**src/hdl/dac_route_pkg.sv**
```systemverilog
// constants for the dac input format and routing block
// assumes an apb master on pclk and one external serial audio source
package dac_route_pkg;

   // datapath shape
   localparam int LANES = 3;
   localparam int SAMPLE_W = 24;
   localparam int FRAME_W = LANES * 2 * SAMPLE_W;
   localparam int FIFO_DEPTH = 8;
   localparam int SHIFT_W = 32;

   // register indices as printed, byte address is four times the index
   localparam logic [7:0] IDX_OSR = 8'h0c;
   localparam logic [7:0] IDX_ROUTE = 8'h0f;
   localparam logic [7:0] IDX_IFACE = 8'h09;
   localparam logic [7:0] IDX_STATUS = 8'h0a;
   localparam logic [7:0] ADDR_OSR = {IDX_OSR[5:0], 2'h0};
   localparam logic [7:0] ADDR_ROUTE = {IDX_ROUTE[5:0], 2'h0};
   localparam logic [7:0] ADDR_IFACE = {IDX_IFACE[5:0], 2'h0};
   localparam logic [7:0] ADDR_STATUS = {IDX_STATUS[5:0], 2'h0};

   // field positions and reset values
   localparam int OSR_BIT = 6;
   localparam int OVF_BIT = 1;
   localparam logic [8:0] OSR_RST = 9'h000;
   localparam logic [8:0] ROUTE_RST = 9'h024;
   localparam logic [3:0] IFACE_RST = 4'h8;

   // serial formats held in the interface register
   typedef enum logic [1:0] {
      FMT_I2S = 2'h0,
      FMT_LJ = 2'h1,
      FMT_RJ = 2'h2
   } fmt_type;

   // word length codes and the unused select code
   localparam logic [1:0] WL_16 = 2'h0;
   localparam logic [1:0] WL_20 = 2'h1;
   localparam logic [1:0] WL_24 = 2'h2;
   localparam logic [1:0] WL_32 = 2'h3;
   localparam logic [1:0] SEL_NONE = 2'h3;

   // bit counts
   localparam logic [5:0] I2S_OFFSET = 6'h01;
   localparam logic [6:0] AUTO_FRAME_BITS = 7'h20;
   localparam logic [5:0] CNT_MAX = 6'h3f;

endpackage

```
**src/hdl/stream_if.sv**
```systemverilog
// valid/ready stream carrying one stereo frame for all dacs
// assumes both ends run on the same clock
`timescale 1ns/1ns
`default_nettype none
interface stream_if #(parameter int W = 144);
   logic valid; // word offered
   logic ready; // word can be taken
   logic [W-1:0] data; // frame word
   modport src (output valid, output data, input ready);
   modport snk (input valid, input data, output ready);
endinterface
`default_nettype wire

```
**src/hdl/frame_fifo.sv**
```systemverilog
// frame fifo between the serial receiver and the dac side
// assumes depth is a power of two and a single clock
`timescale 1ns/1ns
`default_nettype none
module frame_fifo #(
   parameter int W = 144,
   parameter int DEPTH = 8
) (
   input wire logic clk,
   input wire logic rst_n,
   stream_if.snk in_s,
   stream_if.src out_s
);
   localparam int AW = $clog2(DEPTH);
   localparam logic [AW:0] FULL = (AW+1)'(DEPTH);

   logic [W-1:0] mem [DEPTH]; // frame storage
   logic [AW-1:0] wp; // write pointer
   logic [AW-1:0] rp; // read pointer
   logic [AW:0] cnt; // words held
   logic push; // word written this cycle
   logic pop; // word read this cycle

   // honest flags straight from the fill count
   assign in_s.ready = (cnt != FULL);
   assign out_s.valid = (cnt != '0);
   assign out_s.data = mem[rp];
   assign push = in_s.valid && in_s.ready;
   assign pop = out_s.valid && out_s.ready;

   // storage needs no reset, only the pointers and count do
   always_ff @(posedge clk) begin
      if (push) begin
         mem[wp] <= in_s.data;
      end
   end

   // pointers and count
   always_ff @(posedge clk or negedge rst_n) begin
      if (!rst_n) begin
         wp <= '0;
         rp <= '0;
         cnt <= '0;
      end else begin
         if (push) begin
            wp <= wp + 1'b1;
         end
         if (pop) begin
            rp <= rp + 1'b1;
         end
         if (push && !pop) begin
            cnt <= cnt + 1'b1;
         end else if (pop && !push) begin
            cnt <= cnt - 1'b1;
         end
      end
   end
endmodule
`default_nettype wire

```
**src/hdl/dac_input_route.sv**
```systemverilog
// input side of the primary audio receiver for three stereo dacs
// assumes apb on pclk and a slow bit clock from the far source
//
// Overview of operation
// [RULE1] right justified with code 11 uses 24 bits
// [RULE2] samples are signed two's complement
// [RULE3] short words padded with zero low bits
// [RULE4] 32-bit words drop their lowest 8 bits
// [RULE5] i2s 24 takes widths up to 24
// [RULE6] i2s 24 frame of 32 clocks means 16
// [RULE7] each dac selects one of three pins
// [RULE8] select fields at 1:0 3:2 5:4
// [RULE9] oversample bit: 0 is 128x, 1 is 64x
// [RULE10] host picks 64x at 128 or 192 fs
// [RULE11] host picks 128x from 256 to 1152 fs
// [RULE12] oversample bit six, resets to zero
// [RULE13] select code 11 feeds zero samples
//
// Chosen here: the APB register port.
`timescale 1ns/1ns
`default_nettype none
module dac_input_route
   import dac_route_pkg::*;
#(
   parameter int DEPTH = FIFO_DEPTH
) (
   input wire logic pclk,
   input wire logic presetn,
   input wire logic psel,
   input wire logic penable,
   input wire logic pwrite,
   input wire logic [7:0] paddr,
   input wire logic [31:0] pwdata,
   output logic [31:0] prdata,
   output logic pready,
   output logic pslverr,
   input wire logic bclk,
   input wire logic lrclk,
   input wire logic data_in_one,
   input wire logic data_in_two,
   input wire logic data_in_three,
   output logic out_valid,
   output logic [FRAME_W-1:0] out_data,
   input wire logic out_ready,
   output logic dac_oversample_rate
);

   // register state
   logic [8:0] osr_reg; // oversample control word
   logic [8:0] route_reg; // dac input routing word
   logic [3:0] iface_reg; // format and word length
   logic auto16; // frame of 32 clocks seen in i2s 24
   logic overflow; // frame lost on a full fifo

   // bus decode
   logic setup; // apb setup cycle
   logic wr_fire; // write takes effect now
   logic hit; // address is mapped
   logic [31:0] rd_mux; // read value for the address

   // link synchronisers
   logic bclk_m, bclk_s, bclk_d;
   logic lr_m, lr_s;
   logic [LANES-1:0] din_m; // first stage, read by second only
   logic [LANES-1:0] din_s; // synchronised pins

   // frame tracking shared by all lanes
   logic bclk_rise; // bit clock rising edge seen
   logic lr_prev; // frame clock at previous bit
   logic half_end; // a half frame has just closed
   logic ending_left; // the closing half was the left one
   logic [5:0] cnt; // bits in the current half
   logic [5:0] left_n; // bits in the last left half
   logic frame_valid; // both halves captured
   fmt_type fmt; // current format
   logic [1:0] wl_code; // programmed length code
   logic rj; // right justified selected
   logic i2s24; // i2s with 24-bit words
   logic [5:0] eff_wl; // word length actually used
   logic [5:0] off; // idle bits before the msb

   // per-lane data
   logic [LANES-1:0] lane_bit; // routed serial bit
   logic [SHIFT_W-1:0] sh [LANES]; // collected bits
   logic [SAMPLE_W-1:0] left_w [LANES]; // last left sample
   logic [SAMPLE_W-1:0] right_w [LANES]; // last right sample
   logic [FRAME_W-1:0] frame; // packed frame for the fifo

   stream_if #(.W(FRAME_W)) push_if ();
   stream_if #(.W(FRAME_W)) pop_if ();

   assign fmt = fmt_type'(iface_reg[1:0]);
   assign wl_code = iface_reg[3:2];
   assign rj = (fmt == FMT_RJ);
   assign i2s24 = (fmt == FMT_I2S) && (wl_code == WL_24);
   assign off = (fmt == FMT_I2S) ? I2S_OFFSET : 6'h00;

   // apb: zero wait states, pready rises in the access cycle
   assign setup = psel && !penable;
   assign wr_fire = psel && penable && pwrite && pready;

   // read mux; unmapped addresses read zero and flag an error
   always_comb begin
      hit = 1'b1;
      rd_mux = 32'h0000_0000;
      unique case (paddr)
         ADDR_OSR: begin
            rd_mux = {23'h0, osr_reg};
         end
         ADDR_ROUTE: begin
            rd_mux = {23'h0, route_reg};
         end
         ADDR_IFACE: begin
            rd_mux = {28'h0, iface_reg};
         end
         ADDR_STATUS: begin
            rd_mux = {30'h0, overflow, auto16};
         end
         default: begin
            hit = 1'b0;
         end
      endcase
   end

   // bus answer registers, loaded in the setup cycle
   always_ff @(posedge pclk or negedge presetn) begin
      if (!presetn) begin
         pready <= 1'b0;
         pslverr <= 1'b0;
         prdata <= 32'h0000_0000;
      end else begin
         pready <= setup;
         pslverr <= setup && !hit;
         prdata <= (setup && !pwrite) ? rd_mux : 32'h0000_0000;
      end
   end

   // control registers
   always_ff @(posedge pclk or negedge presetn) begin
      if (!presetn) begin
         osr_reg <= OSR_RST; // starts in 128x [RULE12]
         route_reg <= ROUTE_RST; // each dac on its own pin [RULE8]
         iface_reg <= IFACE_RST;
      end else if (wr_fire) begin
         if (paddr == ADDR_OSR) begin
            osr_reg <= pwdata[8:0];
         end
         if (paddr == ADDR_ROUTE) begin
            route_reg <= pwdata[8:0];
         end
         if (paddr == ADDR_IFACE) begin
            iface_reg <= pwdata[3:0];
         end
      end
   end

   // oversample rate pin; host owns the choice against mclk ratio
   always_ff @(posedge pclk or negedge presetn) begin
      if (!presetn) begin
         dac_oversample_rate <= 1'b0;
      end else begin
         dac_oversample_rate <= osr_reg[OSR_BIT]; // 1 means 64x [RULE9]
      end
   end

   // overflow flag: a lost frame wins over a clearing write
   always_ff @(posedge pclk or negedge presetn) begin
      if (!presetn) begin
         overflow <= 1'b0;
      end else if (push_if.valid && !push_if.ready) begin
         overflow <= 1'b1;
      end else if (wr_fire && paddr == ADDR_STATUS && pwdata[OVF_BIT]) begin
         overflow <= 1'b0;
      end
   end

   // two-stage synchronisers for every pin, a third for edge finding
   always_ff @(posedge pclk or negedge presetn) begin
      if (!presetn) begin
         bclk_m <= 1'b0;
         bclk_s <= 1'b0;
         bclk_d <= 1'b0;
         lr_m <= 1'b0;
         lr_s <= 1'b0;
         din_m <= '0;
         din_s <= '0;
      end else begin
         bclk_m <= bclk;
         bclk_s <= bclk_m;
         bclk_d <= bclk_s;
         lr_m <= lrclk;
         lr_s <= lr_m;
         din_m <= {data_in_three, data_in_two, data_in_one};
         din_s <= din_m;
      end
   end

   assign bclk_rise = bclk_s && !bclk_d;
   assign half_end = bclk_rise && (lr_s != lr_prev);
   // i2s carries left while the frame clock is low, others while high
   assign ending_left = (fmt == FMT_I2S) ? !lr_prev : lr_prev;

   // word length in use
   always_comb begin
      unique case (wl_code)
         WL_16: eff_wl = 6'd16;
         WL_20: eff_wl = 6'd20;
         WL_24: eff_wl = 6'd24;
         WL_32: eff_wl = 6'd32;
      endcase
      if (rj && wl_code == WL_32) begin
         eff_wl = 6'd24; // no 32-bit right justified [RULE1]
      end
      if (i2s24 && auto16) begin
         eff_wl = 6'd16; // detected short frame [RULE6]
      end
   end

   // bit counting per half frame, saturating on long halves
   always_ff @(posedge pclk or negedge presetn) begin
      if (!presetn) begin
         lr_prev <= 1'b0;
         cnt <= 6'h00;
         left_n <= 6'h00;
      end else if (bclk_rise) begin
         lr_prev <= lr_s;
         if (half_end) begin
            cnt <= 6'h01;
            if (ending_left) begin
               left_n <= cnt;
            end
         end else if (cnt != CNT_MAX) begin
            cnt <= cnt + 6'h01;
         end
      end
   end

   // length detection over a whole left plus right period
   always_ff @(posedge pclk or negedge presetn) begin
      if (!presetn) begin
         auto16 <= 1'b0;
      end else if (!i2s24) begin
         auto16 <= 1'b0;
      end else if (half_end && !ending_left) begin
         // any width up to 24 is taken msb first [RULE5]
         auto16 <= ({1'b0, left_n} + {1'b0, cnt}) == AUTO_FRAME_BITS; // [RULE6]
      end
   end

   // pull one sample out of the collected bits and align to 24 bits;
   // the word msb lands on bit 23 so the sign survives [RULE2]
   function automatic logic [SAMPLE_W-1:0] extract(
      input logic [SHIFT_W-1:0] bits,
      input logic [5:0] n,
      input logic rjust,
      input logic [5:0] lead,
      input logic [5:0] wl,
      input logic cur
   );
      logic [SHIFT_W-1:0] v;
      logic [6:0] have;
      logic [6:0] need;
      have = (n > 6'd32) ? 7'd32 : {1'b0, n};
      need = {1'b0, lead} + {1'b0, wl};
      if (rjust) begin
         v = bits;
      end else if (have >= need) begin
         v = bits >> (have - need);
      end else begin
         // an i2s word that fills its half ends on the next half's first
         // bit, so that bit is taken as the lsb
         v = {bits[SHIFT_W-2:0], cur} << (need - have - 7'd1);
      end
      // left align: pads short words, drops low byte of 32 [RULE3] [RULE4]
      v = v << (6'd32 - wl);
      return v[SHIFT_W-1:8];
   endfunction

   // one serial lane per dac
   for (genvar l = 0; l < LANES; l++) begin : g_lane
      logic [1:0] sel; // source select for this dac
      assign sel = route_reg[2*l+1:2*l];
      // unused code feeds silence [RULE13]
      assign lane_bit[l] = (sel == SEL_NONE) ? 1'b0 : din_s[sel]; // [RULE7]

      // right justified keeps shifting so the lsb ends at bit 0
      always_ff @(posedge pclk or negedge presetn) begin
         if (!presetn) begin
            sh[l] <= '0;
         end else if (half_end) begin
            sh[l] <= {31'h0, lane_bit[l]};
         end else if (bclk_rise && (rj || cnt < 6'd32)) begin
            sh[l] <= {sh[l][SHIFT_W-2:0], lane_bit[l]};
         end
      end

      // capture the closing half
      always_ff @(posedge pclk or negedge presetn) begin
         if (!presetn) begin
            left_w[l] <= '0;
            right_w[l] <= '0;
         end else if (half_end) begin
            if (ending_left) begin
               left_w[l] <= extract(sh[l], cnt, rj, off, eff_wl,
                  lane_bit[l]);
            end else begin
               right_w[l] <= extract(sh[l], cnt, rj, off, eff_wl,
                  lane_bit[l]);
            end
         end
      end

      assign frame[(2*l+2)*SAMPLE_W-1:(2*l+1)*SAMPLE_W] = right_w[l];
      assign frame[(2*l+1)*SAMPLE_W-1:2*l*SAMPLE_W] = left_w[l];
   end

   // one-cycle frame strobe after the right half closes;
   // the source cannot be stalled, so a full fifo loses the frame
   always_ff @(posedge pclk or negedge presetn) begin
      if (!presetn) begin
         frame_valid <= 1'b0;
      end else begin
         frame_valid <= half_end && !ending_left;
      end
   end

   assign push_if.valid = frame_valid;
   assign push_if.data = frame;

   frame_fifo #(.W(FRAME_W), .DEPTH(DEPTH)) u_fifo (
      .clk(pclk),
      .rst_n(presetn),
      .in_s(push_if),
      .out_s(pop_if)
   );

   // registered output stage so the ports come from flops
   assign pop_if.ready = !out_valid || out_ready;
   always_ff @(posedge pclk or negedge presetn) begin
      if (!presetn) begin
         out_valid <= 1'b0;
         out_data <= '0;
      end else if (pop_if.ready) begin
         out_valid <= pop_if.valid;
         if (pop_if.valid) begin
            out_data <= pop_if.data;
         end
      end
   end
endmodule
`default_nettype wire

```
**config.mk**
```make
export PLATFORM = sky130hd
export DESIGN_NAME = dac_input_route
export DESIGN_NICKNAME = d
export VERILOG_FILES = /design/src/hdl/dac_route_pkg.sv /design/src/hdl/stream_if.sv /design/src/hdl/frame_fifo.sv /design/src/hdl/dac_input_route.sv
export SDC_FILE = /design/constraint.sdc
export NUM_CORES = 2
export LEC_CHECK = 0
export BUFFER_PORTS_ARGS = -buffer_cell sky130_fd_sc_hd__buf_4
export CORE_MARGIN = 8
export CORE_UTILIZATION = 34
export CTS_CLUSTER_DIAMETER = 40
export DETAILED_ROUTE_END_ITERATION = 8
export PLACE_DENSITY = 0.51
export SETUP_SLACK_MARGIN = 0.1
export SYNTH_ARGS = -nofsm -noshare
export SYNTH_HDL_FRONTEND = slang
export SYNTH_HIERARCHICAL = 1
export SYNTH_SLANG_ARGS = --single-unit
```
**constraint.sdc**
```tcl
create_clock -name pclk -period 32.2 [get_ports pclk]
set_clock_uncertainty 0.15 [all_clocks]
set_input_delay 6.44 -clock pclk [delete_from_list [all_inputs] [get_ports pclk]]
set_output_delay 6.44 -clock pclk [all_outputs]
set_load 0.03 [all_outputs]
```
Word level (Yosys, flattened, before mapping). Memory sizes are Yosys's and may differ from the RTL's. A register that Yosys moved wholly into a read port is not among the register bits. Cells that the tools add are included. Widths: inputs -> output; s select.

Add/sub/neg operators: 11. Order comparisons: 6. Eq/ne operators: 16. Shifts and indexed selects: 12. Mux-type cells: 52. Bitwise gates (word level): 1. Reductions and logical operators: 49.

Operators with widths (count): $mux 32 (25); $shl 32x6->32 (6); $shl 32x7->32 (3); $shr 32x7->32 (3); $pmux 9 s4 (1); $eq 8x6->1 const B (4); $mux 6 (5); $pmux 6 s4 (1); $logic_and 1x1->1 (20); $mux 1 (15); $reduce_and 2->1 (7); $eq 2x2->1 const B (6); $logic_not 1->1 (11); $lt 2x3->1 const B (3); $mux 4 (2); $reduce_bool 2->1 (4); $add 1x6->7 (1); $add 6x6->7 (1); $eq 7x6->1 const B (1); $ge 6x7->1 (1); $sub 6x7->7 (1); $sub 7x1->7 const B (1); $sub 7x6->7 (1); $add 3x1->3 const B (2); other kinds (18) (22).

Register bits after elaboration: 335. Bits in writable memories: 1152. Output and inout port bits: 180. Memories: 1.

Memory list: u_fifo.mem (words 8, bits a word 144, read ports 1, clocked after Yosys merged registers in 1, write ports 1, line frame_fifo.sv:17) `logic [W-1:0] mem [DEPTH];`.

Longest topological paths before layout.
Depth in word-level cells: 13. Gate-level depth with buffers: 21. Depth with buffers taken out: 16.

Cells and area by module. Netlist, hierarchy kept.

By module, submodules not included: frame_fifo (instances 1, cells an instance 1727, area each 43829.5 um2, seq. area each 34843.4 um2); dac_input_route (instances 1, cells an instance 3501, area each 31825.5 um2, seq. area each 11164.5 um2).

Least setup slack after synthesis. OpenSTA, ideal clock, no wires.

Kind: register -> register. Start point: reg u_fifo.cnt[0]. End point: mem u_fifo.mem[1][0] (enable). Arrival: 10.582 ns. Slack: 20.644 ns. Cell stages (with the launch flop): 5. Cells stage by stage: dfrtp_1 -> or4b_1 -> clkbuf_1 -> nand3_1 -> nor3_1.

Longest elaborated chain between the ends: 4.

RTL lines: start: declaration (line frame_fifo.sv:20) `logic [AW:0] cnt;`; start signal: assignment (line frame_fifo.sv:52) `cnt <= cnt + 1'b1;`; start signal: assignment (line frame_fifo.sv:54) `cnt <= cnt - 1'b1;`; $ne 4x4->1 (line frame_fifo.sv:25) `assign in_s.ready = (cnt != FULL);`; named net push_if.ready (line stream_if.sv:7) `logic ready;`; $logic_and 1x1->1 (line frame_fifo.sv:28) `assign push = in_s.valid && in_s.ready;`; $mux 1 (line frame_fifo.sv:33) `if (push) begin`; $mux 1 (not written as such) (line frame_fifo.sv:34) `mem[wp] <= in_s.data;`; end: declaration (line frame_fifo.sv:17).

The timed path passes the listed nets, and every way through them passes these cells.

Final worst setup path.
Start point: in paddr[0]. End point: reg osr_reg[0].

Longest elaborated chain between the ends: 2.

RTL lines: start: declaration (line dac_input_route.sv:32) `input wire logic [7:0] paddr,`; $eq 8x6->1 (line dac_input_route.sv:145) `if (paddr == ADDR_OSR) begin`; $reduce_and 2->1 (no source line); end signal: assignment (line dac_input_route.sv:146) `osr_reg <= pwdata[8:0];`; end: declaration (line dac_input_route.sv:49) `logic [8:0] osr_reg;`.

No other way between the ends. A chain may end at the register's enable or synchronous reset.

==> results.md <==
- Result of the run: completed
- Most used cell along the critical path: sky130_fd_sc_hd__buf_4
- DP Wirelength: 150000 um
- Detailed-route DRC error count: 0
- NetSw: 2.69 mW
- Share of synthesized area occupied by flip-flops and latches: 0.608
- Least-Margin Pin Slew: 1.29 ns
- Number of stages on the worst hold path: 0
- Worst r2r src: iface_reg[1]
- Die Width: 488 um
- Count of buffers from port buffering: 184
- Die area: 238000 sq um
- Post-detailed-route wirelength per cell: 27.7 um
- Vias in the first global route: 48.7k
- Total detailed-routing wirelength: 238000 um
- Maximum number of pins on one net before global-route repair: 140
- Crit path max fanout: 10
- Number of hold violations in the final report: 0
- Sequential share of power: 0.339
- Most flop-heavy register: u_fifo/mem
- Portion of synthesized cell area occupied by the leading cell type: 0.457
- Final period demand of the worst path: 8.65 ns
- H-tree level count: 5
- Critical Path End Type: register
- Min-delay src: lr_m
- Average vias per placed instance: 5.63
- Sw frac: 0.333
- Global-route wire length before repair: 347000 um
- Iteration count of the initial detailed-routing pass: 9
- Antenna violations before repair: 11
- GRT Overall Usage: 0.195
- Number of top-level pins: 231
- Core footprint: 222000 sq um
- Flip-flop count of the largest register after layout: 1152
- Largest incremental delay on the critical path: 0.89 ns
- Number of endpoints failing setup at the final stage: 0
- Cell Area, Placed: 80100 sq um
- Internal power: 5.39 mW
- Pwr per Cell Area: 90.5 nW/um^2
- Total global routing overflow: 0
- Cell area after layout: 89300 sq um
- Share of layout cells above drive strength 1: 0.296
- Normalized max-slew margin: 0.136
- RePlAce Congestion: 0.966
- Count of placed standard cells in the final layout, fillers left out: 8604
- Final #Nets: 5501
- Number of warnings printed during yosys synthesis: 6
- Hold-fix buffer count after cts: 0
- Std cell rows: 173
- Ys async rst share: 0.284
- Register-to-register path setup slack: 24.67 ns
- Startpoint Class: input port
- TritonCTS buffer count: 274
- Cell at the root of the clock tree: sky130_fd_sc_hd__clkbuf_16
- Clock insertion delay at the later pin of the skew report: 0.90 ns
- Syn Std Cell Area: 75700 sq um
- Detailed-routed wire length on met3: 17500 um
- Total of cells resized after clock tree synthesis: 0
- Number of distinct standard cells referenced by the synthesized netlist: 111
- Slowest-stage cell, CP: sky130_fd_sc_hd__nor3_1
- Main synth FF type: sky130_fd_sc_hd__edfxtp_1
- Portion of total power attributed to the clock network: 0.358
- Comb pwr share: 0.302
- Post-synthesis cell type with the largest combined area: sky130_fd_sc_hd__edfxtp_1
- Via total after detailed routing: 48.5k
- Number of max-cap violations: 0
- CP Cell Sequence: buf_4, nand2b_1, nor4_1, buf_4, nand2_1, nor3_1, and2_1, mux2_2
- Post-Route M1 WL: 104000 um
- Worst supply voltage drop on vdd: 0.0690 mV
- Setup TNS: 0 ns
- Number of synthesized flops with an enable pin: 1152
- Synthesized area per cell: 14.5 sq um
- Initial core utilization: 0.341
- Post-synthesis sequential element count: 1608
- TritonCTS clock tree: built
- Depth of the worst register-to-register path: 15
- Placed cells: 8122
- Final worst setup slack: 23.55 ns
- Total power of the final layout: 8.09 mW
- Post-CTS setup buffers: 0
- Sink Count: 1608
- Final worst path period share: 0.269
- Number of instances in the synthesized netlist: 5228
- Area added between synthesis and finish: 18.1%
- Detail Route met2 WL: 107000 um
- Final Core Density: 0.403
- Reg2Reg Capture Point: frame[69]
- Req. time, crit path: 32.82 ns
- Number of routed nets with antenna violations: 0
- Arrival time reported for the critical path endpoint: 9.26 ns
- Max Freq: 116 MHz
- Kind of path behind the tightest hold check: register to register
- Startpoint-to-endpoint class of the critical path: input port to register
- Clock transition at path regs: 0.05 ns
- CTS Buffer Depth: 4
- Worst min-delay path endpoint: lr_s
- Post-place setup slack: 22.58 ns
- Chip Height: 488 um
- RSZ-0062 raised after global routing: no
- Number of DRC markers in iteration 0: 4843
- Leak Pwr: 32.5 nW
- Worst-case hold slack: 0.197 ns
- Slew Limit Fails: 0
- Dominant cells by area after synthesis: sky130_fd_sc_hd__edfxtp_1 (46%), sky130_fd_sc_hd__dfrtp_1 (15%), sky130_fd_sc_hd__mux4_2 (10%), sky130_fd_sc_hd__mux2_2 (6.8%), sky130_fd_sc_hd__mux2i_1 (3.4%)
- Top Metal Used: met5
-- logic make-up (layout without fill, tap and decap cells) --
family	Yosys count	after routing	share of synthesized area
XOR/XNOR	30	30	0.00432
adder cells (fa/ha/maj)	27	27	0.00466
AND/OR/NAND/NOR	1151	1151	0.0682
multiplexers	1064	1064	0.206
other	1	28	0.0000496
AO/OA/AOI/OAI	900	900	0.0799
flip-flops	1608	1608	0.608
buffers and inverters	447	821	0.0289
-- area by class of cell --
cell class | count | area [sq um]
clock buffers | 308 | 7290
multi-input cells | 3195 | 27800
repair buffers | 307 | 2370
flip-flops and latches | 1608 | 46000
well taps | 2975 | 3720
fillers | 20400 | 132000
diodes | 5 | 12.5
clock inverters | 169 | 1930
inverters | 37 | 140
-- worst max-delay path by stage --
stage                  startpoint                to  slack [ns]
detailed placement       paddr[0]        osr_reg[3]       22.58
global route             paddr[0]        osr_reg[0]       23.28
global placement         paddr[0]        osr_reg[4]       22.57
finish                   paddr[0]        osr_reg[0]       23.55
CTS                      paddr[0]        osr_reg[0]       23.55
floorplan           u_fifo/cnt[0]  u_fifo/mem[1][0]       20.64
-- worst max-delay path: cells and delay by family --
kind,cells,cell delay [ns]
muxes,1,0.39
buffers and inverters,2,0.34
and+or+nand+nor,5,2.07
-- placed cells by master, fill, tap and decap left out, types with 35 or more instances in the layout --
master	instances
sky130_fd_sc_hd__mux2_2	460
sky130_fd_sc_hd__nor2_1	268
sky130_fd_sc_hd__o211ai_1	71
sky130_fd_sc_hd__or3_1	35
sky130_fd_sc_hd__edfxtp_1	1152
sky130_fd_sc_hd__a31oi_1	61
sky130_fd_sc_hd__mux4_2	348
sky130_fd_sc_hd__clkbuf_16	283
sky130_fd_sc_hd__a211oi_1	47
sky130_fd_sc_hd__a21oi_1	121
sky130_fd_sc_hd__nand3_1	106
sky130_fd_sc_hd__buf_4	301
sky130_fd_sc_hd__dfrtp_1	450
sky130_fd_sc_hd__clkinvlp_4	35
sky130_fd_sc_hd__nand2_1	481
sky130_fd_sc_hd__nor3_1	81
sky130_fd_sc_hd__o22ai_1	37
sky130_fd_sc_hd__mux2i_1	256
sky130_fd_sc_hd__o21ai_0	257
-- Yosys cell counts, types with 35 or more instances --
cell and instances:
sky130_fd_sc_hd__buf_2 99, sky130_fd_sc_hd__nor2_1 278, sky130_fd_sc_hd__or3_1 35, sky130_fd_sc_hd__o21ai_0 258, sky130_fd_sc_hd__o22ai_1 37, sky130_fd_sc_hd__nand3_1 106
sky130_fd_sc_hd__nand2_1 486, sky130_fd_sc_hd__mux4_2 348, sky130_fd_sc_hd__o211ai_1 71, sky130_fd_sc_hd__clkbuf_1 211, sky130_fd_sc_hd__mux2i_1 256, sky130_fd_sc_hd__a211oi_1 47
sky130_fd_sc_hd__nor3_1 84, sky130_fd_sc_hd__a21oi_1 121, sky130_fd_sc_hd__dfrtp_1 453, sky130_fd_sc_hd__buf_4 49, sky130_fd_sc_hd__mux2_2 460, sky130_fd_sc_hd__a31oi_1 61
sky130_fd_sc_hd__edfxtp_1 1152
-- power groups by stage --
stage | logic (mW) | clock network (mW) | registers, mW
final | 2.44 | 2.90 | 2.74
after global routing | 2.58 | 3.06 | 2.78
after CTS | 2.45 | 2.97 | 2.75
after detailed placement | 2.45 | 0 | 2.79
after global placement | 2.45 | 0 | 2.78
after floorplan | 1.55 | 0 | 2.87
-- layer usage --
layer	vias up	GRT usage
met2	1978	0.299
met1	25000	0.273
met4	2	0.0710
met3	542	0.0426
met5	-	0
li1	20900	-
Power figures use the tool's default switching activity.
